`config.mk`:
```
export PLATFORM = sky130hd
export DESIGN_NAME = ddm_port
export DESIGN_NICKNAME = d
export VERILOG_FILES = /design/src/common/ddm_pkg.sv /design/src/logic/ddm_cfg_map.sv /design/src/logic/ddm_port.sv
export SDC_FILE = /design/constraint.sdc
export NUM_CORES = 1
export LEC_CHECK = 0
export BUFFER_PORTS_ARGS = -buffer_cell sky130_fd_sc_hd__buf_2
export CAP_MARGIN = 20
export CORE_MARGIN = 5
export CORE_UTILIZATION = 45
export CTS_CLUSTER_SIZE = 16
export DETAILED_ROUTE_END_ITERATION = 16
export MAX_ROUTING_LAYER = met4
export PLACE_DENSITY_LB_ADDON = 0.05
export SETUP_SLACK_MARGIN = 0.3
export SLEW_MARGIN = 20
export SYNTH_ARGS = -nofsm -noshare
export SYNTH_HDL_FRONTEND = slang
export SYNTH_SLANG_ARGS = --single-unit
```
`constraint.sdc`:
```
create_clock -name clk -period 2.4 [get_ports clk]
set_input_delay 0.36 -clock clk [delete_from_list [all_inputs] [get_ports clk]]
set_output_delay 0.36 -clock clk [all_outputs]
set_load 0.01 [all_outputs]
```
`src/common/ddm_pkg.sv`:
```
package ddm_pkg;

  // ----------------------------------------------------------------
  // Register offsets on the three address lines
  // ----------------------------------------------------------------
  localparam logic [2:0] OFS_DATA = 3'h0;
  localparam logic [2:0] OFS_ERR_FEAT = 3'h1;
  localparam logic [2:0] OFS_HEAD = 3'h6;
  localparam logic [2:0] OFS_CMD_STAT = 3'h7;
  localparam logic [2:0] OFS_DEVICE_CONTROL = 3'h6;
  localparam logic [2:0] OFS_ALTERNATE_STATUS = 3'h6;
  localparam logic [2:0] OFS_DRIVE_ADDRESS = 3'h7;
  localparam int HEAD_DRIVE_BIT = 4;

  // ----------------------------------------------------------------
  // Command and reset values
  // ----------------------------------------------------------------
  localparam logic [7:0] CMD_SET_FEATURES = 8'hEF;
  localparam logic [7:0] FEAT_8BIT_ON = 8'h01;
  localparam logic [7:0] FEAT_8BIT_OFF = 8'h81;
  localparam logic [7:0] TF_RESET = 8'h00;
  localparam logic [7:0] DEVICE_CONTROL_RESET = 8'h00;
  localparam logic [15:0] WORD_RESET = 16'h0000;
  localparam logic [3:0] IRQ_DISK_DEFAULT = 4'hE;

  // ----------------------------------------------------------------
  // Register mapping configurations
  // ----------------------------------------------------------------
  localparam logic [1:0] CFG_MEMORY = 2'h0;
  localparam logic [1:0] CFG_CONTIG_IO = 2'h1;
  localparam logic [1:0] CFG_PRIMARY_IO = 2'h2;
  localparam logic [1:0] CFG_SECONDARY_IO = 2'h3;
  localparam logic [10:0] PRI_TF_BASE = 11'h1F0;
  localparam logic [10:0] PRI_CTL_BASE = 11'h3F6;
  localparam logic [10:0] SEC_TF_BASE = 11'h170;
  localparam logic [10:0] SEC_CTL_BASE = 11'h376;
  localparam logic [3:0] OFS_MAP_DUP_EVEN = 4'h8;
  localparam logic [3:0] OFS_MAP_ALT = 4'hE;

  // ----------------------------------------------------------------
  // Types
  // ----------------------------------------------------------------
  typedef struct packed {
    logic primary_select_n;
    logic secondary_select_n;
    logic dma_ack_n;
    logic io_read_strobe_n;
    logic io_write_strobe_n;
    logic [2:0] addr;
    logic [15:0] data;
  } ddm_host_t;

  typedef struct packed {
    logic [15:0] data;
    logic oe_lo;
    logic oe_hi;
  } ddm_drive_t;

  typedef struct packed {
    logic tf_rd;
    logic tf_wr;
    logic pio_rd;
    logic pio_wr;
    logic dma_rd;
    logic dma_wr;
    logic ctl_wr;
    logic alt_rd;
    logic drv_rd;
    logic invalid;
  } ddm_access_t;

  typedef enum logic [2:0] {
    MODE_POWER_ON = 3'b001,
    MODE_DIRECT_DISK = 3'b010,
    MODE_CARD_SLOT_ATA = 3'b100
  } ddm_mode_t;

endpackage

```
`src/logic/ddm_cfg_map.sv`:
```
`timescale 1ns/1ns
module ddm_cfg_map
  import ddm_pkg::*;
(
  input wire logic clk,
  input wire logic rst_n,
  input wire logic [1:0] cfg_index,
  input wire logic [10:0] slot_addr,
  input wire logic slot_is_io,
  output logic map_hit,
  output logic [3:0] map_offset
);

  logic next_hit;
  logic [3:0] next_offset;

  function automatic logic in_block(input logic [10:0] a, input logic [10:0] base, input int span_bits);
    logic [10:0] mask;
    mask = ~((11'h001 << span_bits) - 11'h001);
    return (a & mask) == (base & mask);
  endfunction

  always_comb
  begin
    next_hit = 1'b0;
    next_offset = 4'h0;
    case (cfg_index)
      CFG_MEMORY:
      begin
        // Upper 1 kB window folds onto the duplicate data pair
        next_hit = !slot_is_io;
        next_offset = slot_addr[10] ? {OFS_MAP_DUP_EVEN[3:1], slot_addr[0]} : slot_addr[3:0];
      end
      CFG_CONTIG_IO:
      begin
        // Host decodes the 16-byte block; only the low nibble matters here
        next_hit = slot_is_io;
        next_offset = slot_addr[3:0];
      end
      CFG_PRIMARY_IO, CFG_SECONDARY_IO:
      begin
        if (slot_is_io && in_block(slot_addr, (cfg_index == CFG_PRIMARY_IO) ? PRI_TF_BASE : SEC_TF_BASE, 3))
        begin
          next_hit = 1'b1;
          next_offset = {1'b0, slot_addr[2:0]};
        end
        else if (slot_is_io && in_block(slot_addr, (cfg_index == CFG_PRIMARY_IO) ? PRI_CTL_BASE : SEC_CTL_BASE, 1))
        begin
          next_hit = 1'b1;
          next_offset = {OFS_MAP_ALT[3:1], slot_addr[0]};
        end
      end
      default:
      begin
        next_hit = 1'b0;
      end
    endcase
  end

  always_ff @(posedge clk or negedge rst_n)
  begin
    if (!rst_n)
    begin
      map_hit <= 1'b0;
      map_offset <= 4'h0;
    end
    else
    begin
      map_hit <= next_hit;
      map_offset <= next_offset;
    end
  end

endmodule

```
`src/logic/ddm_port.sv`:
```
`timescale 1ns/1ns
module ddm_port
  import ddm_pkg::*;
(
  input wire logic clk,
  input wire logic rst_n,
  input wire logic output_enable_strap_n,
  input wire logic card_present,
  input ddm_pkg::ddm_host_t host,
  output ddm_pkg::ddm_drive_t drive,
  input wire logic [7:0] core_status,
  input wire logic [7:0] core_error,
  input wire logic [15:0] core_rd_word,
  output logic core_rd_take,
  output logic [15:0] core_wr_word,
  output logic core_wr_valid,
  output logic [7:0] core_cmd,
  output logic core_cmd_valid,
  output logic [7:0] device_control,
  output logic eight_bit_mode,
  output logic invalid_access,
  output ddm_pkg::ddm_mode_t mode,
  input wire logic [1:0] cfg_index,
  input wire logic [3:0] irq_select,
  input wire logic irq_use_default,
  input wire logic [10:0] slot_addr,
  input wire logic slot_is_io,
  output logic map_hit,
  output logic [3:0] map_offset,
  output logic [3:0] irq_line
);

  // ----------------------------------------------------------------
  // Pin decode
  // ----------------------------------------------------------------
  function automatic ddm_access_t decode(input ddm_host_t h);
    ddm_access_t a;
    logic cs0;
    logic cs1;
    logic ack;
    logic rd;
    logic wr;
    a = '0;
    cs0 = !h.primary_select_n;
    cs1 = !h.secondary_select_n;
    ack = !h.dma_ack_n;
    rd = !h.io_read_strobe_n;
    wr = !h.io_write_strobe_n;
    // A DMA write with the primary select low is legal, so it is excluded here
    a.invalid = (cs0 && cs1) || (ack && cs1 && (rd || wr)) || (ack && cs0 && rd);
    if (!a.invalid)
    begin
      a.tf_rd = cs0 && !ack && rd && (h.addr != OFS_DATA);
      a.tf_wr = cs0 && !ack && wr && (h.addr != OFS_DATA);
      a.pio_rd = cs0 && !ack && rd && (h.addr == OFS_DATA);
      a.pio_wr = cs0 && !ack && wr && (h.addr == OFS_DATA);
      a.dma_wr = cs0 && ack && wr;
      a.dma_rd = !cs0 && !cs1 && ack && rd;
      a.ctl_wr = cs1 && !ack && wr && (h.addr == OFS_DEVICE_CONTROL);
      a.alt_rd = cs1 && !ack && rd && (h.addr == OFS_ALTERNATE_STATUS);
      a.drv_rd = cs1 && !ack && rd && (h.addr == OFS_DRIVE_ADDRESS);
    end
    return a;
  endfunction

  function automatic logic [7:0] drive_address_of(input logic [7:0] head);
    return {2'b11, ~head[3:0], head[HEAD_DRIVE_BIT], ~head[HEAD_DRIVE_BIT]};
  endfunction

  // ----------------------------------------------------------------
  // State
  // ----------------------------------------------------------------
  ddm_mode_t next_mode;
  logic [7:0] tf [1:6];
  logic [7:0] next_tf [1:6];
  logic prev_wr_n;
  logic prev_rd_n;
  logic prev_present;
  logic byte_phase;
  logic next_byte_phase;
  logic [7:0] byte_hold;
  logic [7:0] next_byte_hold;
  ddm_drive_t next_drive;
  logic next_rd_take;
  logic [15:0] next_wr_word;
  logic next_wr_valid;
  logic [7:0] next_cmd;
  logic next_cmd_valid;
  logic [7:0] next_device_control;
  logic next_eight_bit;
  logic next_invalid;
  logic [3:0] next_irq_line;
  ddm_access_t acc;
  logic wr_edge;
  logic rd_edge;
  logic active;

  always_comb
  begin
    acc = decode(host);
    wr_edge = prev_wr_n && !host.io_write_strobe_n;
    rd_edge = prev_rd_n && !host.io_read_strobe_n;
    active = (mode == MODE_DIRECT_DISK);
    next_mode = mode;
    next_tf = tf;
    next_byte_phase = byte_phase;
    next_byte_hold = byte_hold;
    next_drive = '0;
    next_rd_take = 1'b0;
    next_wr_word = core_wr_word;
    next_wr_valid = 1'b0;
    next_cmd = core_cmd;
    next_cmd_valid = 1'b0;
    next_device_control = device_control;
    next_eight_bit = eight_bit_mode;
    next_invalid = active && acc.invalid && (!host.io_read_strobe_n || !host.io_write_strobe_n);
    next_irq_line = irq_select;

    // Mode selection
    case (mode)
      MODE_POWER_ON:
      begin
        // Strap is sampled on the first edge after reset releases
        next_mode = output_enable_strap_n ? MODE_CARD_SLOT_ATA : MODE_DIRECT_DISK;
      end
      MODE_DIRECT_DISK:
      begin
        if (card_present && !prev_present)
        begin
          next_mode = MODE_CARD_SLOT_ATA;
        end
      end
      MODE_CARD_SLOT_ATA:
      begin
        next_mode = MODE_CARD_SLOT_ATA;
      end
      default:
      begin
        next_mode = MODE_POWER_ON;
      end
    endcase

    // Interrupt line for the selected mapping
    if ((cfg_index == CFG_PRIMARY_IO || cfg_index == CFG_SECONDARY_IO) && irq_use_default)
    begin
      next_irq_line = IRQ_DISK_DEFAULT;
    end

    if (active)
    begin
      // Writes act once, on the falling edge of the write strobe
      if (wr_edge && acc.tf_wr)
      begin
        if (host.addr == OFS_CMD_STAT)
        begin
          next_cmd = host.data[7:0];
          next_cmd_valid = 1'b1;
          if (host.data[7:0] == CMD_SET_FEATURES && tf[OFS_ERR_FEAT] == FEAT_8BIT_ON)
          begin
            next_eight_bit = 1'b1;
            next_byte_phase = 1'b0;
          end
          else if (host.data[7:0] == CMD_SET_FEATURES && tf[OFS_ERR_FEAT] == FEAT_8BIT_OFF)
          begin
            next_eight_bit = 1'b0;
            next_byte_phase = 1'b0;
          end
        end
        else
        begin
          next_tf[host.addr] = host.data[7:0];
        end
      end
      if (wr_edge && (acc.pio_wr || acc.dma_wr))
      begin
        if (eight_bit_mode)
        begin
          // Byte pairs build a word, even byte first
          if (!byte_phase)
          begin
            next_byte_hold = host.data[7:0];
            next_byte_phase = 1'b1;
          end
          else
          begin
            next_wr_word = {host.data[7:0], byte_hold};
            next_wr_valid = 1'b1;
            next_byte_phase = 1'b0;
          end
        end
        else
        begin
          next_wr_word = host.data;
          next_wr_valid = 1'b1;
        end
      end
      if (wr_edge && acc.ctl_wr)
      begin
        next_device_control = host.data[7:0];
      end

      // Reads drive while the strobe is low; a word is consumed on its last piece
      if (acc.tf_rd)
      begin
        next_drive.oe_lo = 1'b1;
        case (host.addr)
          OFS_ERR_FEAT: next_drive.data[7:0] = core_error;
          OFS_CMD_STAT: next_drive.data[7:0] = core_status;
          default: next_drive.data[7:0] = tf[host.addr];
        endcase
      end
      if (acc.alt_rd)
      begin
        next_drive.oe_lo = 1'b1;
        next_drive.data[7:0] = core_status;
      end
      if (acc.drv_rd)
      begin
        next_drive.oe_lo = 1'b1;
        next_drive.data[7:0] = drive_address_of(tf[OFS_HEAD]);
      end
      if (acc.pio_rd || acc.dma_rd)
      begin
        if (eight_bit_mode)
        begin
          next_drive.oe_lo = 1'b1;
          // Phase flips at the strobe edge; the rest of the strobe keeps showing the byte picked there
          next_drive.data[7:0] = (byte_phase == rd_edge) ? core_rd_word[15:8] : core_rd_word[7:0];
          if (rd_edge)
          begin
            next_byte_phase = !byte_phase;
            next_rd_take = byte_phase;
          end
        end
        else
        begin
          next_drive.oe_lo = 1'b1;
          next_drive.oe_hi = 1'b1;
          next_drive.data = core_rd_word;
          next_rd_take = rd_edge;
        end
      end
    end
  end

  // ----------------------------------------------------------------
  // Registers
  // ----------------------------------------------------------------
  always_ff @(posedge clk or negedge rst_n)
  begin
    if (!rst_n)
    begin
      mode <= MODE_POWER_ON;
      for (int i = 1; i <= 6; i++)
      begin
        tf[i] <= TF_RESET;
      end
      prev_wr_n <= 1'b1;
      prev_rd_n <= 1'b1;
      prev_present <= 1'b1;
      byte_phase <= 1'b0;
      byte_hold <= TF_RESET;
      drive <= '0;
      core_rd_take <= 1'b0;
      core_wr_word <= WORD_RESET;
      core_wr_valid <= 1'b0;
      core_cmd <= TF_RESET;
      core_cmd_valid <= 1'b0;
      device_control <= DEVICE_CONTROL_RESET;
      eight_bit_mode <= 1'b0;
      invalid_access <= 1'b0;
      irq_line <= IRQ_DISK_DEFAULT;
    end
    else
    begin
      mode <= next_mode;
      tf <= next_tf;
      prev_wr_n <= host.io_write_strobe_n;
      prev_rd_n <= host.io_read_strobe_n;
      prev_present <= card_present;
      byte_phase <= next_byte_phase;
      byte_hold <= next_byte_hold;
      drive <= next_drive;
      core_rd_take <= next_rd_take;
      core_wr_word <= next_wr_word;
      core_wr_valid <= next_wr_valid;
      core_cmd <= next_cmd;
      core_cmd_valid <= next_cmd_valid;
      device_control <= next_device_control;
      eight_bit_mode <= next_eight_bit;
      invalid_access <= next_invalid;
      irq_line <= next_irq_line;
    end
  end

  // ----------------------------------------------------------------
  // Register mapping decode
  // ----------------------------------------------------------------
  ddm_cfg_map u_map (
    .clk(clk),
    .rst_n(rst_n),
    .cfg_index(cfg_index),
    .slot_addr(slot_addr),
    .slot_is_io(slot_is_io),
    .map_hit(map_hit),
    .map_offset(map_offset)
  );

endmodule

```
==> impl_metrics.yaml, run 1 <==
synthesis:
  synth_edf_count: 0
  ys_seq_area_share_pct: 53.0
  synthesis.nets: 538
  netlist-cell-type-count: 57
  synth.avg_cell_area_sq_um: 13.1
  ys_seq_elements: 127
  yosys_warnings: 0
  synth-main-ff-cell: "sky130_fd_sc_hd__dfrtp_1"
  syn-instance-count: 458
  async_reset_ff_share_pct: 100
  syn_area_sq_um: 6020
critical_path:
  crit_path_start_kind: "register"
  worst_r2r_startpoint: "prev_wr_n"
  timing.critical_path.to: "core_wr_word[4]"
  rrSetupSlack_ns: 0.24
  regToRegEndpoint: "core_wr_word[4]"
  critPathKind: "register to register"
  timing.critical_path.to_type: "register"
  worst_r2r_path_depth: 5
  crit_start: "prev_wr_n"
  worst-endpoint-arrival_ns: 2.46
  timing.critical_path.fanout_max: 17
  worst-endpoint-required_ns: 2.70
die:
  i_o_pins: 146
  die_boundary_height_um: 126
  total_die_area_sq_um: 15800
  design.core.area_sq_um: 13200
  floorplan.initialDensity_pct: 45.6
  die_width_um: 126
  core.rowCount: 42
cts:
  clock_tree.buffer_depth: 2
  later_pin_clock_latency_in_the_skew_report_ns: 0.41
  tritoncts_num_sinks: 127
  clk_transition_reported_paths_ns: 0.05
  numCtsBuffers: 17
  clock_tree_root: "sky130_fd_sc_hd__clkbuf_16"
  cts_tree: "done"
  h-tree-depth: 4
timing:
  final.period_utilization_pct: 90.1
  final-setup-viol-count: 0
  final_critical_path_setup_slack_ns: 0.239
  timing.clock.skew_ns: 0.00866
  rsz_0062_raised_after_global_routing: "true"
  tightestPinTransition_ns: 0.637
  fin_crit_ns: 2.16
  timing.fmax_ghz: 0.463
  worst_slew_margin_rel_pct: 57.5
  drv_slew: 0
  hold_viol_final: 0
  setup_tns_ns: 0
final_layout:
  design.final.nets: 697
  antenna_cells: 0
  final_util_pct: 58.6
  share_of_final_layout_standard_cells_stronger_than_drive_strength_1_pct: 54.0
  area_growth_syn_to_layout_pct: 28.4
  layout_commonest_cell: "sky130_fd_sc_hd__buf_2"
  stdcell_count: 806
  layout.cells.most_common_list: "sky130_fd_sc_hd__buf_2 (144), sky130_fd_sc_hd__dfrtp_1 (119), sky130_fd_sc_hd__mux2_2 (94), sky130_fd_sc_hd__buf_4 (23), sky130_fd_sc_hd__clkbuf_16 (17)"
power_and_ir_drop:
  combinationalPowerShare_pct: 6.4
  netSwitchingFraction_pct: 22.2
  cellPowerDensity_nw_per_um2: 653
  fraction_of_power_consumed_by_the_clock_network_pct: 50.8
  leakagePower_nw: 3.93
  p_seq_share_pct: 42.8
  vdd_drop_max_mv: 0.527
  internal-power_mw: 3.93
  p_switching_mw: 1.12
placement:
  globalplace.congestion: 0.811
  place.detailed.hpwl_um: 10600
  dpl_worst_slack_ns: 0.0648
  place.detailed.instances: 770
  buffer_ports.inserted: 145
route:
  viasPerCell: 5.31
  drc: 0
  detail-route-antenna-nets: 0
  average_wire_length_per_cell_after_detail_routing_um: 18.7
  drt-initial-drc-count: 214
  routed-via-count: 4283
  1st_pass_router_iterations: 4
  drt-total-wl_um: 15100
grt:
  grt_antenna_before_repair: 0
  via_count_of_the_first_global_routing_pass: 4510
  grt.total_usage_pct: 20.2
  grt_start_max_net_pins: 117
  global_route.overflow_total: 0
  grt_pass1_wl_um: 24700
job:
  timing.max_cap.violations: 0
outcome:
  run_status: "complete, no violations"
hold_path:
  hold_class: "input port to register"
==> worst min-delay path by stage <==
| stage | start | end | slack [ns] | cells after the start |
|---|---|---|---|---|
| after global placement | rst_n | mode[2] | 0.21 | 1 |
| final | card_present | prev_present | 0.06 | 1 |
| after CTS | card_present | prev_present | 0.04 | 1 |
| after floorplan | rst_n | byte_hold[0] | 0.06 | 0 |
| after detailed placement | rst_n | mode[2] | 0.22 | 1 |
| after global routing | card_present | prev_present | 0.05 | 1 |
==> critical path, cell delays in order, from the launching register on <==
cell	delay, ns
sky130_fd_sc_hd__dfstp_2	0.53
sky130_fd_sc_hd__or4bb_4	0.49
sky130_fd_sc_hd__nor3_4	0.26
sky130_fd_sc_hd__and3b_2	0.26
sky130_fd_sc_hd__buf_12	0.16
sky130_fd_sc_hd__mux2_2	0.34
==> power groups by stage <==
stage / sequential (mW) / clock [mW] / combinational, mW
final: 2.16 / 2.57 / 0.321
after floorplan: 2.21 / 0 / 0.136
after global placement: 2.20 / 0 / 0.317
after detailed placement: 2.20 / 0 / 0.322
after CTS: 2.16 / 2.61 / 0.326
after global routing: 2.16 / 2.72 / 0.357
==> flip-flops by register name, summed over array words and instances, names as in the netlist, 4 cells and up <==
name,cells
core_wr_word,16
byte_hold,8
device_control,8
drive,18
tf,48
u_map.map_offset,4
irq_line,4
core_cmd,8
==> final cells by class <==
cell class / instances / area (sq um)
clock buffers: 23 / 488
clock inverters: 9 / 108
fillers: 1129 / 5460
inverters: 6 / 22.5
multi-input cells: 292 / 2720
flip-flops and latches: 127 / 3190
well taps: 176 / 220
repair buffers: 173 / 986
==> logic make-up after synthesis <==
group / synth area share (%)
AO/OA/AOI/OAI: 6.05
buffers and inverters: 3.10
AND/OR/NAND/NOR: 11.8
multiplexers: 25.5
XOR/XNOR: 0.437
flip-flops: 53.0
adder cells (fa/ha/maj): 0.208
==> per-stage QoR <==
step | hold WS (ns) | cell area (sq um) | power [mW]
5_1_grt | 0.0458 | 7730 | 5.24
4_1_cts | 0.0412 | 7720 | 5.10
3_5_place_dp | 0.224 | 7020 | 2.52
2_1_floorplan | 0.0644 | 6030 | 2.34
3_3_place_gp | 0.214 | 7020 | 2.52
6_report | 0.0570 | 7730 | 5.05
==> routing by layer <==
metal / track usage [%] / vias to the layer above / wire length, um
met1: 27.5 / 2133 / 7080
met3: 4.78 / 16 / 711
met2: 30.6 / 119 / 7110
li1: - / 2015 / -
met5: - / - / 0
met4: 5.74 / 0 / 167
==> cell usage after synthesis, types with 8 or more instances <==
cell | instances | area share [%]
sky130_fd_sc_hd__a221oi_1 | 13 | 1.9
sky130_fd_sc_hd__and2_1 | 9 | 0.94
sky130_fd_sc_hd__buf_2 | 11 | 0.91
sky130_fd_sc_hd__clkbuf_1 | 17 | 1.1
sky130_fd_sc_hd__dfrtp_1 | 120 | 50
sky130_fd_sc_hd__mux2_2 | 110 | 21
sky130_fd_sc_hd__mux2i_1 | 8 | 1.3
sky130_fd_sc_hd__mux4_2 | 8 | 3.0
sky130_fd_sc_hd__nand2_1 | 12 | 0.75
sky130_fd_sc_hd__nand2b_1 | 8 | 0.83
sky130_fd_sc_hd__nor2_1 | 15 | 0.94
sky130_fd_sc_hd__nor2b_1 | 15 | 1.6
sky130_fd_sc_hd__or3_1 | 9 | 0.94
==> timing repair <==
action | 4_1_cts | 5_1_grt
pin swaps | 4 | 3
resized for setup | 19 | 3
setup buffers | 3 | 0
hold buffers | 1 | 0
endpoints found under the hold margin | 7 | 0
setup endpoints to repair | 56 | 69
Note: power is estimated with default switching activity, not from simulation.
==> run 2, diff against run 1 <==
--- a/config.mk
+++ b/config.mk
@@ -17,4 +17,5 @@
 export SLEW_MARGIN = 20
 export SYNTH_ARGS = -nofsm -noshare
 export SYNTH_HDL_FRONTEND = slang
+export SYNTH_HIERARCHICAL = 1
 export SYNTH_SLANG_ARGS = --single-unit
==> run 2 against run 1 <==
  * Worst setup slack better by 0.14 ns
  * Critical path type unchanged
  * Largest power group unchanged
  * Final cell count fell by 1.7%
  * Critical endpoint is now tf[32]
  * Utilization down 0.24 points
  * Worst hold slack hardly changed
  * Clock power shrank 5%
  * Synthesized cell count down 5.2%
  * Total power grew 11%
  * Combinational power grew 150%
  * Die area down 0.71%
  * Register-to-register slack better by 0.14 ns
  * Non-clock buffer count stayed put
  * Highest routed layer unchanged
==> impl_metrics.yaml, run 2 <==
timing:
  setup_tns_ns: 0
  hold_viol_final: 0
  timing.clock.skew_ns: 0.00760
  worst_slew_margin_rel_pct: 55.4
  final-setup-viol-count: 0
  final.period_utilization_pct: 84.4
  fin_crit_ns: 2.03
  rsz_0062_raised_after_global_routing: "false"
  tightestPinTransition_ns: 0.668
  timing.fmax_ghz: 0.494
  drv_slew: 0
final_layout:
  final_util_pct: 58.4
  share_of_final_layout_standard_cells_stronger_than_drive_strength_1_pct: 57.7
  reg_top3: "tf x48, drive x18, core_wr_word x16"
  largest_reg_flops: 48
  layout_commonest_cell: "sky130_fd_sc_hd__buf_2"
  stdcell_count: 792
  layout.cells.most_common_list: "sky130_fd_sc_hd__buf_2 (144), sky130_fd_sc_hd__dfrtp_1 (119), sky130_fd_sc_hd__mux2_2 (114), sky130_fd_sc_hd__buf_4 (26), sky130_fd_sc_hd__clkbuf_16 (17)"
  area_growth_syn_to_layout_pct: 28.4
  design.final.nets: 682
  max_flop_register: "tf"
synthesis:
  async_reset_ff_share_pct: 100
  yosysTopAreaCellShare_pct: 50.3
  synth_edf_count: 0
  synth_top_family_by_area: "multiplexers"
  post_synth_main_area_contributors: "sky130_fd_sc_hd__dfrtp_1 (50%), sky130_fd_sc_hd__mux2_2 (21%), sky130_fd_sc_hd__dfstp_2 (3.1%)"
  complex_gate_fraction_of_the_synthesized_area_pct: 6.73
  synth_most_common_cell: "sky130_fd_sc_hd__dfrtp_1"
  syn_area_sq_um: 5970
  yosys_warnings: 6
  synthMuxAreaShare_pct: 25.9
  syn-instance-count: 434
  synth-main-ff-cell: "sky130_fd_sc_hd__dfrtp_1"
  post_synth_most_frequent_cells: "sky130_fd_sc_hd__dfrtp_1 (120), sky130_fd_sc_hd__mux2_2 (114), sky130_fd_sc_hd__nand2_1 (17)"
  ys_seq_elements: 127
  synth_area_in_adders_pct: 0.210
  synth_xor_area_share_pct: 0.440
  netlist-cell-type-count: 62
  synthesis.nets: 514
  post_synth_and_or_nand_nor_area_fraction_pct: 11.1
  synth_top_area_cell: "sky130_fd_sc_hd__dfrtp_1"
  synth.avg_cell_area_sq_um: 13.8
  ys_seq_area_share_pct: 53.4
cts:
  cts_tree: "done"
  clk_transition_reported_paths_ns: 0.05
  cts_hold_buffers: 0
  clock_tree.buffer_depth: 2
  clock_tree_root: "sky130_fd_sc_hd__clkbuf_16"
  h-tree-depth: 4
  later_pin_clock_latency_in_the_skew_report_ns: 0.42
  numCtsBuffers: 17
  tritoncts_num_sinks: 127
die:
  floorplan.initialDensity_pct: 45.5
  die_width_um: 125
  i_o_pins: 146
  core.rowCount: 42
  design.core.area_sq_um: 13100
  die_boundary_height_um: 125
  total_die_area_sq_um: 15700
critical_path:
  crit_path_start_kind: "register"
  critPathKind: "register to register"
  worst-endpoint-required_ns: 2.69
  timing.critical_path.to_type: "register"
  worst-endpoint-arrival_ns: 2.32
  timing.critical_path.fanout_max: 7
job:
  timing.max_cap.violations: 0
route:
  wl_met3_um: 908
  met1_length_um: 6680
  highest_metal_layer_with_signal_wires: "met4"
  routed-via-count: 4224
  1st_pass_router_iterations: 4
  drc: 0
  routed-wl-met2_um: 7090
  drt-total-wl_um: 14800
  viasPerCell: 5.33
  drt-initial-drc-count: 223
  average_wire_length_per_cell_after_detail_routing_um: 18.7
  detail-route-antenna-nets: 0
power_and_ir_drop:
  internal-power_mw: 4.23
  netSwitchingFraction_pct: 24.7
  p_seq_share_pct: 42.6
  combinationalPowerShare_pct: 14.1
  vdd_drop_max_mv: 0.486
  fraction_of_power_consumed_by_the_clock_network_pct: 43.3
  cellPowerDensity_nw_per_um2: 732
  leakagePower_nw: 3.88
  fin_total_pwr_mw: 5.61
  p_switching_mw: 1.39
grt:
  grt_antenna_before_repair: 0
  grt_start_max_net_pins: 128
  grt_pass1_wl_um: 24000
  via_count_of_the_first_global_routing_pass: 4467
  grt.total_usage_pct: 20.1
  global_route.overflow_total: 0
outcome:
  run_status: "complete, no violations"
placement:
  place.detailed.hpwl_um: 10700
  place.detailed.instances: 755
  globalplace.congestion: 0.802
  buffer_ports.inserted: 145
hold_path:
  hold_class: "input port to async pin"
==> run 2: cell types whose count changed after synthesis, sizes merged, moves of 5 or more <==
cell    delta
a221o      +6
a221oi    -10
buf        -5
nand2      +5
nor2b      -9
o211ai     +5
or3        -8
==> run 2: metal layers <==
layer	up-vias	global-route usage, %
met3	14	4.95
met5	-	-
met4	0	7.02
met2	131	30.3
met1	2125	26.7
li1	1954	-
==> run 2: logic make-up after synthesis <==
logic type                 Yosys count
AOI/OAI and AO/OA                   50
buffers and inverters               31
adders and majority gates            1
and+or+nand+nor                     92
DFF                                127
muxes                              130
xor gates and xnor gates             3
==> run 2: power groups by stage <==
stage / sequential [mW] / combinational [mW] / clock, mW
floorplan: 2.48 / 0.364 / 0
global placement: 2.42 / 0.788 / 0
detailed placement: 2.42 / 0.799 / 0
CTS: 2.39 / 0.802 / 2.48
global route: 2.41 / 0.869 / 2.58
finish: 2.39 / 0.792 / 2.43
==> run 2: final timing paths <==
kind	start	end	slack (ns)	depth (start not counted)
min in group clk	card_present	prev_present	0.06	1
worst max-delay path	mode[2]	tf[32]	0.37	5
worst max register to register	mode[2]	tf[32]	0.37	5
worst min-delay path	rst_n	mode[2]	0.06	2
worst min register to register	tf[47]	eight_bit_mode	0.45	1
max in group asynchronous	rst_n	core_wr_word[3]	1.87	2
==> run 2: critical path, stage by stage (launching register included) <==
cell                      delay [ns]
sky130_fd_sc_hd__dfrtp_2        0.45
sky130_fd_sc_hd__nor3b_4        0.27
sky130_fd_sc_hd__nand4_4        0.27
sky130_fd_sc_hd__nor4_4         0.36
sky130_fd_sc_hd__buf_4          0.22
sky130_fd_sc_hd__mux2_2         0.34
==> run 2: area by class of cell <==
type | instances | area [sq um]
fillers | 1116 | 5470
flip-flops and latches | 127 | 3190
multi-input cells | 276 | 2690
repair buffers | 173 | 976
clock buffers | 27 | 513
well taps | 176 | 220
clock inverters | 5 | 52.6
inverters | 7 | 26.3
diodes | 1 | 2.50
==> run 2: what timing repair did <==
item                       4_1_cts  5_1_grt
setup endpoints to repair        4       16
pin swaps                        2        3
resized for setup                4        3
setup buffers                    1        3
==> run 2: metrics by stage <==
step                hold WS [ns]  setup WS, ns  area, sq um
finish                    0.0572         0.374         7670
CTS                       0.0435         0.314         7630
detailed placement         0.450         0.180         7040
global placement           0.432         0.212         7040
global route              0.0421         0.285         7660
floorplan                 0.0644         0.299         5990
